--- src/rtl/nand_host_map.svh ---
`ifndef NAND_HOST_MAP_SVH
`define NAND_HOST_MAP_SVH

// Command codes of the flash
`define NH_CMD_READ_LOW 8'h00
`define NH_CMD_READ_HIGH 8'h01
`define NH_CMD_READ_SPARE 8'h50
`define NH_CMD_IDENTIFY 8'h90
`define NH_CMD_RESET 8'hFF
`define NH_CMD_PROG_SETUP 8'h80
`define NH_CMD_PROG_GO 8'h10
`define NH_CMD_COPY_SETUP 8'h00
`define NH_CMD_COPY_GO 8'h8A
`define NH_CMD_ERASE_SETUP 8'h60
`define NH_CMD_ERASE_GO 8'hD0
`define NH_CMD_STATUS 8'h70

// Address cycle counts
`define NH_ADDR_FULL 2'h3
`define NH_ADDR_ROW 2'h2
`define NH_ADDR_ID 2'h1
`define NH_ADDR_NONE 2'h0

// Page geometry
`define NH_PAGE_BYTES 10'h210
`define NH_COL_ZERO 8'h00

// Timing: clock period and strobe phase, busy onset delay
`define NH_CLK_NS 5
`define NH_STROBE_NS 25
`define NH_PHASE_CYC ((`NH_STROBE_NS + `NH_CLK_NS - 1) / `NH_CLK_NS)
`define NH_BUSY_ONSET_NS 100
`define NH_BUSY_ONSET_CYC ((`NH_BUSY_ONSET_NS + `NH_CLK_NS - 1) / `NH_CLK_NS)

`endif

--- src/rtl/nand_host_pkg.sv ---
package nand_host_pkg;

    typedef enum logic [2:0] {
        OP_READ, OP_READ_SPARE, OP_IDENTIFY, OP_STATUS,
        OP_RESET, OP_PROGRAM, OP_COPYBACK, OP_ERASE
    } op_type;

    typedef struct packed {
        op_type op;
        logic register_half_select;
        logic [7:0] col;
        logic [15:0] row;
        logic [15:0] dest;
        logic [9:0] len;
    } req_type;

    typedef struct packed {
        logic ce_n;
        logic cle;
        logic ale;
        logic we_n;
        logic read_strobe_n;
        logic wp_n;
        logic [7:0] io_out;
        logic io_oe;
    } pins_type;

    typedef enum logic [2:0] {S_IDLE, S_CMD1, S_ADDR, S_WR, S_CMD2, S_WAIT, S_RD, S_DONE} st_type;

    typedef struct packed {
        st_type st;
        req_type req;
        logic ph;
        logic [1:0] acnt;
        logic [9:0] cnt;
        logic [7:0] tmr;
        logic loaded;
        logic waited;
        logic strobed;
        pins_type pins;
        logic [2:0] rb_ff;
        logic rb;
        logic [7:0] io_ff1;
        logic [7:0] io_ff2;
        logic [7:0] io_ff3;
        logic [7:0] io_val;
        logic done;
        logic error;
    } ctl_type;

endpackage

--- src/rtl/nand_host.sv ---
// Function
// RULE_01 - Send 24 address bits as column, low row, high row byte cycles.
// RULE_02 - Register half chosen by read code 00h low half, 01h high half.
// RULE_03 - Device drops surplus address cycles; host sends exactly the needed count.
// RULE_04 - 65,536 pages of 528 columns; columns 512 to 527 are spare.
// RULE_05 - Device page buffer of 528 bytes carries all page transfers.
// RULE_06 - Read and program by page; erase only by whole 16K-Byte block.
// RULE_07 - Write strobe pulses low under chip select; byte taken at rising edge.
// RULE_08 - Command latch high marks a command, address latch high an address.
// RULE_09 - Reset, reads and status read are single command cycles.
// RULE_10 - Program, copy-back and erase use a setup code then an execute code.
// RULE_11 - Page read and program get all three address cycles after the command.
// RULE_12 - Erase is 60h, two row cycles, then D0h.
// RULE_13 - Read codes 00h/01h, 50h and identify 90h select their operations.
// RULE_14 - Program is 80h, address, data bytes, then 10h.
// RULE_15 - Copy-back is 00h then 8Ah; never issued on the low-voltage part.
// RULE_16 - While busy only FFh and 70h may be issued.
// RULE_17 - Only codes of the defined command set are ever issued.
// RULE_18 - Ready/busy is low during program, erase or page read.
// RULE_19 - Each read strobe fall yields the next byte and advances the column.
// RULE_20 - Wait for ready before any non-status command after a busy operation. The host also lets reset (FFh) through while busy.
// RULE_21 - Device floats the byte bus unless selected and read strobe is active.
`timescale 1ns/1ps
`include "nand_host_map.svh"
module nand_host (
    input wire logic clk,
    input wire logic resetn,
    input nand_host_pkg::req_type req,
    input wire logic req_valid,
    output logic req_ready,
    input wire logic [7:0] wr_data,
    input wire logic wr_valid,
    output logic wr_ready,
    output logic [7:0] rd_data,
    output logic rd_valid,
    input wire logic rd_ready,
    output logic done,
    output logic error,
    output logic busy,
    input wire logic copyback_enable,
    input wire logic write_allow,
    output nand_host_pkg::pins_type pins,
    input wire logic [7:0] io_in,
    input wire logic rb_n
);
    nand_host_pkg::ctl_type s_r;
    nand_host_pkg::ctl_type s_nxt;
    logic tick;
    logic buf_in_valid;
    logic buf_in_ready;
    logic low_prio_ok;

    // Opening code; the op enum has no path to an undefined code
    function automatic logic [7:0] first_code(nand_host_pkg::req_type r);
        unique case (r.op)
            nand_host_pkg::OP_READ: return r.register_half_select ? `NH_CMD_READ_HIGH : `NH_CMD_READ_LOW; // RULE_02
            nand_host_pkg::OP_READ_SPARE: return `NH_CMD_READ_SPARE; // RULE_13
            nand_host_pkg::OP_IDENTIFY: return `NH_CMD_IDENTIFY; // RULE_13
            nand_host_pkg::OP_STATUS: return `NH_CMD_STATUS;
            nand_host_pkg::OP_RESET: return `NH_CMD_RESET;
            nand_host_pkg::OP_PROGRAM: return `NH_CMD_PROG_SETUP; // RULE_14
            nand_host_pkg::OP_COPYBACK: return `NH_CMD_COPY_SETUP; // RULE_15
            nand_host_pkg::OP_ERASE: return `NH_CMD_ERASE_SETUP; // RULE_12
        endcase
    endfunction

    function automatic logic [1:0] addr_count(nand_host_pkg::op_type op);
        unique case (op)
            nand_host_pkg::OP_ERASE: return `NH_ADDR_ROW; // RULE_06
            nand_host_pkg::OP_IDENTIFY: return `NH_ADDR_ID;
            nand_host_pkg::OP_STATUS, nand_host_pkg::OP_RESET: return `NH_ADDR_NONE; // RULE_09
            default: return `NH_ADDR_FULL; // RULE_11
        endcase
    endfunction

    // Byte order column, low row, high row; erase skips the column
    function automatic logic [7:0] addr_byte(nand_host_pkg::req_type r, logic ph, logic [1:0] i);
        logic [15:0] row;
        logic [1:0] k;
        row = ph ? r.dest : r.row;
        k = (r.op == nand_host_pkg::OP_ERASE) ? 2'(i + 2'h1) : i; // RULE_12
        unique case (k)
            2'h0: return ph ? `NH_COL_ZERO : r.col; // RULE_01
            2'h1: return row[7:0];
            default: return row[15:8]; // RULE_04
        endcase
    endfunction

    assign tick = (s_r.tmr == 8'(`NH_PHASE_CYC - 1));
    assign low_prio_ok = (req.op == nand_host_pkg::OP_RESET) || (req.op == nand_host_pkg::OP_STATUS);
    assign req_ready = (s_r.st == nand_host_pkg::S_IDLE) && (s_r.rb || low_prio_ok); // RULE_16 RULE_20
    assign wr_ready = (s_r.st == nand_host_pkg::S_WR) && !s_r.loaded;
    assign buf_in_valid = (s_r.st == nand_host_pkg::S_RD) && tick && !s_r.pins.read_strobe_n; // RULE_19
    assign pins = s_r.pins;
    assign done = s_r.done;
    assign error = s_r.error;
    assign busy = (s_r.st != nand_host_pkg::S_IDLE);

    always_comb
    begin
        s_nxt = s_r;
        s_nxt.done = 1'h0;
        s_nxt.error = 1'h0;
        s_nxt.pins.wp_n = write_allow;
        // Three-stage sync; a level counts once stages two and three agree
        s_nxt.rb_ff = {s_r.rb_ff[1:0], rb_n};
        if (s_r.rb_ff[1] == s_r.rb_ff[2])
            s_nxt.rb = s_r.rb_ff[2];
        s_nxt.io_ff1 = io_in;
        s_nxt.io_ff2 = s_r.io_ff1;
        s_nxt.io_ff3 = s_r.io_ff2;
        if (s_r.io_ff2 == s_r.io_ff3)
            s_nxt.io_val = s_r.io_ff3;
        s_nxt.tmr = tick ? 8'h00 : 8'(s_r.tmr + 8'h01);
        unique case (s_r.st)
            nand_host_pkg::S_IDLE:
            begin
                s_nxt.tmr = 8'h00;
                s_nxt.pins.ce_n = 1'h1;
                s_nxt.pins.io_oe = 1'h0;
                if (req_valid && req_ready)
                begin
                    s_nxt.req = req;
                    s_nxt.ph = 1'h0;
                    s_nxt.acnt = 2'h0;
                    s_nxt.cnt = 10'h000;
                    s_nxt.loaded = 1'h0;
                    if (req.op == nand_host_pkg::OP_COPYBACK && !copyback_enable)
                        s_nxt.error = 1'h1; // RULE_15
                    else
                    begin
                        s_nxt.st = nand_host_pkg::S_CMD1;
                        s_nxt.pins.ce_n = 1'h0;
                        s_nxt.pins.cle = 1'h1; // RULE_08
                        s_nxt.pins.io_out = first_code(req); // RULE_17
                        s_nxt.pins.io_oe = 1'h1;
                    end
                end
            end
            nand_host_pkg::S_CMD1, nand_host_pkg::S_ADDR, nand_host_pkg::S_WR, nand_host_pkg::S_CMD2:
            begin
                if (s_r.st == nand_host_pkg::S_WR && !s_r.loaded)
                begin
                    s_nxt.tmr = 8'h00;
                    if (wr_valid)
                    begin
                        s_nxt.pins.io_out = wr_data;
                        s_nxt.loaded = 1'h1;
                    end
                end
                else if (tick && !s_r.strobed)
                begin
                    s_nxt.pins.we_n = !s_r.pins.we_n; // RULE_07
                    s_nxt.strobed = !s_r.pins.we_n;
                end
                else if (tick)
                begin
                    s_nxt.strobed = 1'h0;
                    if (s_r.pins.we_n)
                    begin
                        // Byte held one phase past the rise, so the flash never sees it move
                        unique case (s_r.st)
                            nand_host_pkg::S_CMD1:
                            begin
                                s_nxt.pins.cle = 1'h0;
                                if (addr_count(s_r.req.op) != `NH_ADDR_NONE)
                                begin
                                    s_nxt.st = nand_host_pkg::S_ADDR;
                                    s_nxt.pins.ale = 1'h1; // RULE_08
                                    s_nxt.pins.io_out = addr_byte(s_r.req, 1'h0, 2'h0);
                                end
                                else if (s_r.req.op == nand_host_pkg::OP_RESET)
                                begin
                                    s_nxt.st = nand_host_pkg::S_WAIT;
                                    s_nxt.cnt = 10'h000;
                                    s_nxt.waited = 1'h0;
                                end
                                else
                                begin
                                    s_nxt.st = nand_host_pkg::S_RD; // RULE_09
                                    s_nxt.cnt = 10'h000;
                                end
                            end
                            nand_host_pkg::S_ADDR:
                            begin
                                s_nxt.acnt = 2'(s_r.acnt + 2'h1);
                                s_nxt.pins.io_out = addr_byte(s_r.req, s_r.ph, 2'(s_r.acnt + 2'h1));
                                if (2'(s_r.acnt + 2'h1) == addr_count(s_r.req.op)) // RULE_03
                                begin
                                    s_nxt.pins.ale = 1'h0;
                                    s_nxt.cnt = 10'h000;
                                    s_nxt.waited = 1'h0;
                                    unique case (s_r.req.op)
                                        nand_host_pkg::OP_IDENTIFY: s_nxt.st = nand_host_pkg::S_RD;
                                        nand_host_pkg::OP_PROGRAM: s_nxt.st = nand_host_pkg::S_WR; // RULE_05
                                        nand_host_pkg::OP_ERASE:
                                        begin
                                            s_nxt.st = nand_host_pkg::S_CMD2;
                                            s_nxt.pins.cle = 1'h1;
                                            s_nxt.pins.io_out = `NH_CMD_ERASE_GO; // RULE_12
                                        end
                                        default: s_nxt.st = nand_host_pkg::S_WAIT;
                                    endcase
                                end
                            end
                            nand_host_pkg::S_WR:
                            begin
                                s_nxt.loaded = 1'h0;
                                s_nxt.cnt = 10'(s_r.cnt + 10'h001);
                                if (10'(s_r.cnt + 10'h001) == s_r.req.len)
                                begin
                                    s_nxt.st = nand_host_pkg::S_CMD2;
                                    s_nxt.pins.cle = 1'h1;
                                    s_nxt.pins.io_out = `NH_CMD_PROG_GO; // RULE_14
                                end
                            end
                            default:
                            begin
                                s_nxt.pins.cle = 1'h0;
                                s_nxt.cnt = 10'h000;
                                s_nxt.waited = 1'h0;
                                if (s_r.req.op == nand_host_pkg::OP_COPYBACK)
                                begin
                                    s_nxt.st = nand_host_pkg::S_ADDR; // RULE_10
                                    s_nxt.ph = 1'h1;
                                    s_nxt.acnt = 2'h0;
                                    s_nxt.pins.ale = 1'h1;
                                    s_nxt.pins.io_out = addr_byte(s_r.req, 1'h1, 2'h0);
                                end
                                else
                                    s_nxt.st = nand_host_pkg::S_WAIT;
                            end
                        endcase
                        if (s_nxt.st == nand_host_pkg::S_RD || s_nxt.st == nand_host_pkg::S_WAIT)
                            s_nxt.pins.io_oe = 1'h0;
                    end
                end
            end
            nand_host_pkg::S_WAIT:
            begin
                // Ready/busy only falls some time after the last strobe
                if (!s_r.waited)
                begin
                    s_nxt.cnt = 10'(s_r.cnt + 10'h001);
                    if (s_r.cnt == 10'(`NH_BUSY_ONSET_CYC - 1))
                        s_nxt.waited = 1'h1;
                end
                else if (s_r.rb) // RULE_18
                begin
                    s_nxt.cnt = 10'h000;
                    s_nxt.tmr = 8'h00;
                    unique case (s_r.req.op)
                        nand_host_pkg::OP_READ, nand_host_pkg::OP_READ_SPARE: s_nxt.st = nand_host_pkg::S_RD;
                        nand_host_pkg::OP_COPYBACK:
                        begin
                            if (s_r.ph)
                                s_nxt.st = nand_host_pkg::S_DONE;
                            else
                            begin
                                s_nxt.st = nand_host_pkg::S_CMD2;
                                s_nxt.pins.cle = 1'h1;
                                s_nxt.pins.io_out = `NH_CMD_COPY_GO; // RULE_15
                                s_nxt.pins.io_oe = 1'h1;
                            end
                        end
                        default: s_nxt.st = nand_host_pkg::S_DONE;
                    endcase
                end
            end
            nand_host_pkg::S_RD:
            begin
                s_nxt.pins.io_oe = 1'h0; // RULE_21
                // Never start a strobe that the buffer could not take
                if (s_r.pins.read_strobe_n && s_r.tmr == 8'h00 && !buf_in_ready)
                    s_nxt.tmr = 8'h00;
                else if (tick)
                begin
                    s_nxt.pins.read_strobe_n = !s_r.pins.read_strobe_n; // RULE_19
                    if (!s_r.pins.read_strobe_n)
                    begin
                        s_nxt.cnt = 10'(s_r.cnt + 10'h001);
                        if (10'(s_r.cnt + 10'h001) == s_r.req.len)
                            s_nxt.st = nand_host_pkg::S_DONE;
                    end
                end
            end
            nand_host_pkg::S_DONE:
            begin
                s_nxt.pins.ce_n = 1'h1;
                s_nxt.done = 1'h1;
                s_nxt.st = nand_host_pkg::S_IDLE;
            end
        endcase
    end

    always_ff @(posedge clk)
    begin
        if (!resetn)
        begin
            s_r <= '0;
            s_r.pins.ce_n <= 1'h1;
            s_r.pins.we_n <= 1'h1;
            s_r.pins.read_strobe_n <= 1'h1;
        end
        else
            s_r <= s_nxt;
    end

    // Read bytes wait here so a stalled consumer loses nothing
    pair_buffer #(.WIDTH(8)) read_buf (
        .clk(clk),
        .resetn(resetn),
        .in_data(s_r.io_val),
        .in_valid(buf_in_valid),
        .in_ready(buf_in_ready),
        .out_data(rd_data),
        .out_valid(rd_valid),
        .out_ready(rd_ready)
    );
endmodule

--- src/rtl/pair_buffer.sv ---
`timescale 1ns/1ps
module pair_buffer #(
    parameter int WIDTH = 8
) (
    input wire logic clk,
    input wire logic resetn,
    input wire logic [WIDTH-1:0] in_data,
    input wire logic in_valid,
    output logic in_ready,
    output logic [WIDTH-1:0] out_data,
    output logic out_valid,
    input wire logic out_ready
);
    typedef struct packed {
        logic [WIDTH-1:0] e0;
        logic [WIDTH-1:0] e1;
        logic [1:0] n;
    } buf_type;

    buf_type s_r;
    buf_type s_nxt;
    logic push;
    logic pop;
    logic [1:0] slot;

    assign in_ready = (s_r.n != 2'h2);
    assign out_valid = (s_r.n != 2'h0);
    assign out_data = s_r.e0;
    assign push = in_valid && in_ready;
    assign pop = out_valid && out_ready;

    always_comb
    begin
        s_nxt = s_r;
        slot = s_r.n;
        if (pop)
        begin
            s_nxt.e0 = s_r.e1;
            slot = 2'(s_r.n - 2'h1);
        end
        if (push)
        begin
            if (slot == 2'h0)
                s_nxt.e0 = in_data;
            else
                s_nxt.e1 = in_data;
        end
        s_nxt.n = 2'(slot + {1'h0, push});
    end

    always_ff @(posedge clk)
    begin
        if (!resetn)
            s_r <= '0;
        else
            s_r <= s_nxt;
    end
endmodule

--- config.mk ---
export PLATFORM = sky130hd
export DESIGN_NAME = nand_host
export DESIGN_NICKNAME = d
export VERILOG_FILES = /design/src/rtl/nand_host_pkg.sv /design/src/rtl/nand_host.sv /design/src/rtl/pair_buffer.sv
export VERILOG_INCLUDE_DIRS = /design/src /design/src/rtl
export SDC_FILE = /design/constraint.sdc
export NUM_CORES = 1
export LEC_CHECK = 0
export ABC_CLOCK_PERIOD_IN_PS = 4150
export BUFFER_PORTS_ARGS = -buffer_cell sky130_fd_sc_hd__buf_2
export CAP_MARGIN = 10
export CORE_AREA = 2 2 123 125
export CTS_CLUSTER_SIZE = 16
export DETAILED_ROUTE_END_ITERATION = 10
export DIE_AREA = 0 0 125 127
export PLACE_DENSITY = 0.86
export SLEW_MARGIN = 25
export SYNTH_ARGS = -nofsm -noshare
export SYNTH_HDL_FRONTEND = slang
export SYNTH_SLANG_ARGS = --single-unit
--- constraint.sdc ---
create_clock -name clk -period 4.15 [get_ports clk]
set_input_delay 0.6225 -clock clk [delete_from_list [all_inputs] [get_ports clk]]
set_output_delay 0.6225 -clock clk [all_outputs]
set_load 0.1 [all_outputs]
Yosys cells after proc, flatten, opt, wreduce, memory -nomap -nowiden
Cells that the tools add are included.
{"block": "totals", "regBits": 152, "wordCells": 305, "input_bits": 78, "rom_bits": 0, "mem_count": 0, "latchBits": 0, "ramBits": 0}
{"block": "op_classes", "mux": 135, "reduce_logical": 58, "shifts": 0, "bitwise": 5, "n_addsub": 6, "magnitude_cmp": 0, "n_eq_ne": 68, "n_div": 0, "mul": 0}
{"op": "$mux W8", "count": 15}
{"op": "$mux W9", "count": 9}
{"op": "$pmux W18 S4", "count": 1}
{"op": "$mux W70", "count": 1}
{"op": "$mux W3", "count": 23}
{"op": "$pmux W8 S8", "count": 1}
{"op": "$mux W10", "count": 6}
{"op": "$mux W13", "count": 4}
{"op": "$mux W2", "count": 25}
{"op": "$pmux W8 S2", "count": 3}
{"op": "$pmux W8 S3", "count": 2}
{"op": "$eq A3 B3 Y1 const B", "count": 14}
{"op": "$ne A2 B2 Y1 const B", "count": 20}
{"op": "$ne A3 B3 Y1 const B", "count": 12}
{"op": "$mux W16", "count": 2}
{"op": "$pmux W10 S3", "count": 1}
{"op": "$reduce_and A14 Y1", "count": 2}
{"op": "$mux W1", "count": 26}
{"op": "$reduce_and A12 Y1", "count": 2}
{"op": "$eq A3 B2 Y1 const B", "count": 6}
{"op": "$mux W18", "count": 1}
{"op": "$pmux W3 S3", "count": 2}
{"op": "$reduce_and A9 Y1", "count": 2}
{"op": "$reduce_and A8 Y1", "count": 2}
{"op": "other kinds (41)", "count": 90}

Longest topological paths before layout
{"block": "logic_depth", "depth_word": 25, "mapped_depth": 10, "ltp_nobuf": 9}

Modules after synthesis
From an unflattened synthesis, not the netlist that was laid out.
{"block": "hier_totals", "cells_unflattened": 1011, "hier_area_um2": 8156.6}
{"module": "nand_host", "n_inst": 1, "area_each_um2": 7225.7, "cells_each": 914}
{"module": "pair_buffer", "n_inst": 1, "area_each_um2": 930.9, "cells_each": 97}

Least setup slack after synthesis
No wires, ideal clock.
{"block": "synth_timing", "path_kind": "reg2out", "from": "reg s_r[133] (netlist name)", "to": "out req_ready", "required_time_ns": 3.527, "path_slack_ns": 0.800, "stages_incl_launch_ff": 5, "t_arrival_ns": 2.727, "path_cell_list": "dfxtp_1 > clkbuf_1 > nor3_1 > inv_1 > nor2_1"}
{"block": "synth_between", "elab_chain_cells": 2}
{"item": "from (decl)", "line_no": "nand_host.sv:46", "source": "nand_host_pkg::ctl_type s_r;"}
{"item": "from (signal assigned)", "line_no": "nand_host.sv:306", "source": "s_r <= s_nxt;"}
{"item": "$logic_not A3 Y1"}
{"item": "$logic_and A1 B1 Y1", "line_no": "nand_host.sv:91", "source": "assign req_ready = (s_r.st == nand_host_pkg::S_IDLE) && (s_r.rb || low_prio_ok);"}
{"item": "to (decl)", "line_no": "nand_host.sv:30", "source": "output logic req_ready,"}
Every way passes these cells.

Worst setup path in the final report
{"block": "layout_timing", "from": "reg s_r[132] (netlist name)", "to": "out wr_ready"}
{"block": "layout_between", "elab_chain_cells": 2}
{"item": "$eq A3 B2 Y1", "line_no": "nand_host.sv:92", "source": "assign wr_ready = (s_r.st == nand_host_pkg::S_WR) && !s_r.loaded;"}
{"item": "$logic_and A1 B1 Y1", "line_no": "nand_host.sv:92"}
{"item": "to (decl)", "line_no": "nand_host.sv:33", "source": "output logic wr_ready,"}
Every way passes these cells.

==> impl_results.md <==
* Routing usage on met1 at 0.349
* Post-synthesis net count at 1099
* Worst Setup Path Type: reg -> out
* RSZ-0062 raised after global routing: false
* Worst slew pin tran at 981 ps
* Maxcap violations at 0
* Filler Cells Inserted at 1229
* Synth-to-layout area growth at 13.0%
* Initial DRC count at 1125
* Final ANT Viol Nets at 0
* Post-route DRC violation count at 0
* CTS Sinks at 151
* Router iterations before antenna repair at 6
* Clock period minus worst slack at 3470 ps
* Yosys top cell by area: dfxtp_1
* Row cnt at 44
* Clock latency on the worst-skew pair at 430 ps
* First-pass GRT wire length at 35300 microns
* Largest net degree at the start of global routing at 59
* Switching Share at 0.382
* Final setup viols at 0
* Nets at 1140
* Gp weighted congestion at 1.05
* CP max stage cell: dfxtp_1
* Avg Cell Area, Syn at 7.72 sq um
* Clk pwr share at 0.351
* Largest cells by area after synthesis: dfxtp_1 39%, nand2_1 8.3%, a21oi_1 6.6%, mux2i_1 4.7%, nor2_1 4.2%
* Horiz. Die Dim at 125 microns
* CTS root buf: clkbuf_16
* Power Density at 513 nW/um^2
* Placed Area at 8240 sq um
* Final hold viol count at 0
* Gate power share at 0.283
* Worst vdd ir at 0.499 mV
* GRT Residual Overflow at 0
* Crit-path max cell delay at 970 ps
* Crit start category: flop
* Outcome: complete, no violations
* CP Cell Sequence: nand2_1 -> or3_1 -> clkinv_1 -> buf_2
* Vias/cell at 6.04
* Hold-fix buffers, CTS at 0
* Psw at 1.74 mW
* Synth cell types at 70
* Grt met2 use at 0.442
* Ys async rst share at 0
* Vias in the first global route at 7139
* Worst Hold Slack at 398 ps
* CTS tree: built
* Main synth FF type: dfxtp_1
* IO Pins at 107
* Sequential share of power at 0.366
* DIE AREA at 15900 sq um
* GR Util All Layers at 0.271
* HPWL after DPL at 15200 microns
* Worst Skew at 12.1 ps
* CP Capture Type: output pin
* Initial core utilization at 0.543
* Synthesized area at 7830 sq um
* Avg WL per Cell at 17.2 microns
* Critical path's top delay family: flip-flops
* Seq/Total Area, Yosys at 0.386
* Critical path buffer and inverter count at 2
* Worst EP required at 3530 ps
* Syn. warnings at 0
* Post-synth EDFFs at 0
* Total chip power at 4.54 mW
* WL final at 21600 microns
* F_max at 288 MHz
* Crit-path max FO at 29
* Die height at 127 microns
* Core Region at 14400 sq um
* Min-Delay Path Class: in -> reg
* H-tree levels at 4
* Setup TNS Final at 0 ps
* Grt met3 use at 0.0712
* N_diodes at 0
* WP data arrival at 2850 ps
* Reg clk slew, reported paths at 70 ps
* Layout cell share with drive strength beyond 1 at 0.156
* Tcrit/Tclk final at 0.836
* Syn Inst Count at 1015
* Routed via count at 7574
* Cell-internal power at 2.81 mW
* Maximum clock path buffer count at 2
* Final worst slack at 680 ps
* Design area at 8850 sq um
* Final slew viol count at 0
* Post_cts resized at 0
* Lkg Pwr at 3.37 nW
* CTS Buf Count at 17
* Synth top area share at 0.386
* Initial antenna violation count at 0
* Slew HR at 0.345
* Postcts setup bufs at 0
* Port Buffers at 106
* Most Crowded Layer GR: met2
* Yosys reg bits at 151
* Pre-CTS setup slack at 1010 ps
==> state kept, by name (all words and copies together) (netlist names) <==
name,flops
done,1
read_buf.out_data,8
pins,15
error,1
s_r,98
s_nxt,18
read_buf.s_r,10
==> logic make-up (layout without fill, tap and decap cells) <==
logic type,count (synthesis),after routing,share of synthesized area
simple gates,407,407,0.239
compound gates,266,266,0.213
flops,151,151,0.386
buf+inv,114,168,0.0665
mux,38,38,0.0487
xor+xnor,32,32,0.0358
fa+ha+maj,7,7,0.0109
==> synth_stat cells (all sizes together), types with 7 or more instances <==
cell / number
a21oi: 104
a311oi: 10
xor2: 11
clkbuf: 66
or3: 12
xnor2: 21
a31oi: 14
and2: 30
nand3: 34
a221oi: 7
o21ai: 55
mux2i: 37
dfxtp: 151
nand4: 7
nor2: 87
nand2b: 7
o211ai: 7
a22oi: 11
nor3: 19
inv: 15
nand2: 174
buf: 31
==> routing by layer <==
layer / part of all wire / vias up / wire length, microns
met5: 0 / - / 0
met4: 0.028 / 0 / 605
met3: 0.094 / 71 / 2030
met2: 0.47 / 390 / 10100
met1: 0.41 / 3484 / 8830
li1: - / 3629 / -
==> per-stage QoR <==
step / utilization / instances
6_report: 0.614 / 1253
2_1_floorplan: - / 1015
3_3_place_gp: 0.571 / 1221
4_1_cts: 0.613 / 1253
3_5_place_dp: 0.571 / 1221
5_1_grt: 0.614 / 1253
==> final cells by class <==
type,count,area (sq um),share of cell area
tap,184,230,0.0260
timing repair buffer,119,628,0.0709
inverter,17,63.8,0.00721
sequential,151,3020,0.342
clock buffer,18,429,0.0485
multi-input combinational,750,4300,0.485
clock inverter,14,181,0.0205
==> worst reg2reg max path, stage by stage (launching register included) <==
cell and delay, ps:
dfxtp_1 630, nor3_1 480, inv_1 210, nand2_1 210
o221ai_2 140, a2111o_1 580, or2_1 390, or4_1 420
a21oi_1 140
==> final timing paths <==
check / from / endpoint / slack, ps / cells after the start
worst max-delay path: s_r[132]$_SDFFE_PN0P_ / wr_ready / 680 / 4
worst min-delay path: io_in[0] / s_nxt[18]$_SDFF_PN0_ / 400 / 2
worst max register to register: s_r[132]$_SDFFE_PN0P_ / s_r[73]$_SDFFE_PN0P_ / 880 / 8
worst min register to register: s_nxt[18]$_SDFF_PN0_ / s_nxt[10]$_SDFF_PN0_ / 430 / 1
==> power groups by stage <==
stage	sequential (mW)	combinational [mW]	clock [mW]
4_1_cts	1.66	1.26	1.61
2_1_floorplan	1.63	1.07	0
3_3_place_gp	1.69	1.25	0
3_5_place_dp	1.69	1.26	0
6_report	1.66	1.28	1.60
5_1_grt	1.67	1.38	1.68
==> placed cells by master (no fill, tap or decap), types with 4 or more instances in the layout <==
cell,n
o31ai_1,5
a211oi_1,6
or3_1,12
xor2_1,11
mux2i_1,37
o21bai_1,4
nand2b_1,7
nor4_1,5
xnor2_1,21
o21ai_0,55
nand3_1,34
nand2_1,174
and3_1,6
o21a_1,5
nand3b_1,4
buf_2,106
inv_8,5
nor2b_1,5
inv_1,14
clkbuf_16,17
o311ai_0,4
nor3_1,18
a22oi_1,11
a21oi_1,104
nand4_1,7
o211ai_1,7
a311oi_1,10
a31oi_1,13
and2_1,30
buf_4,13
ha_1,6
nor2_1,87
dfxtp_1,150
a221oi_1,7
Note: power is estimated with default switching activity, not from simulation.
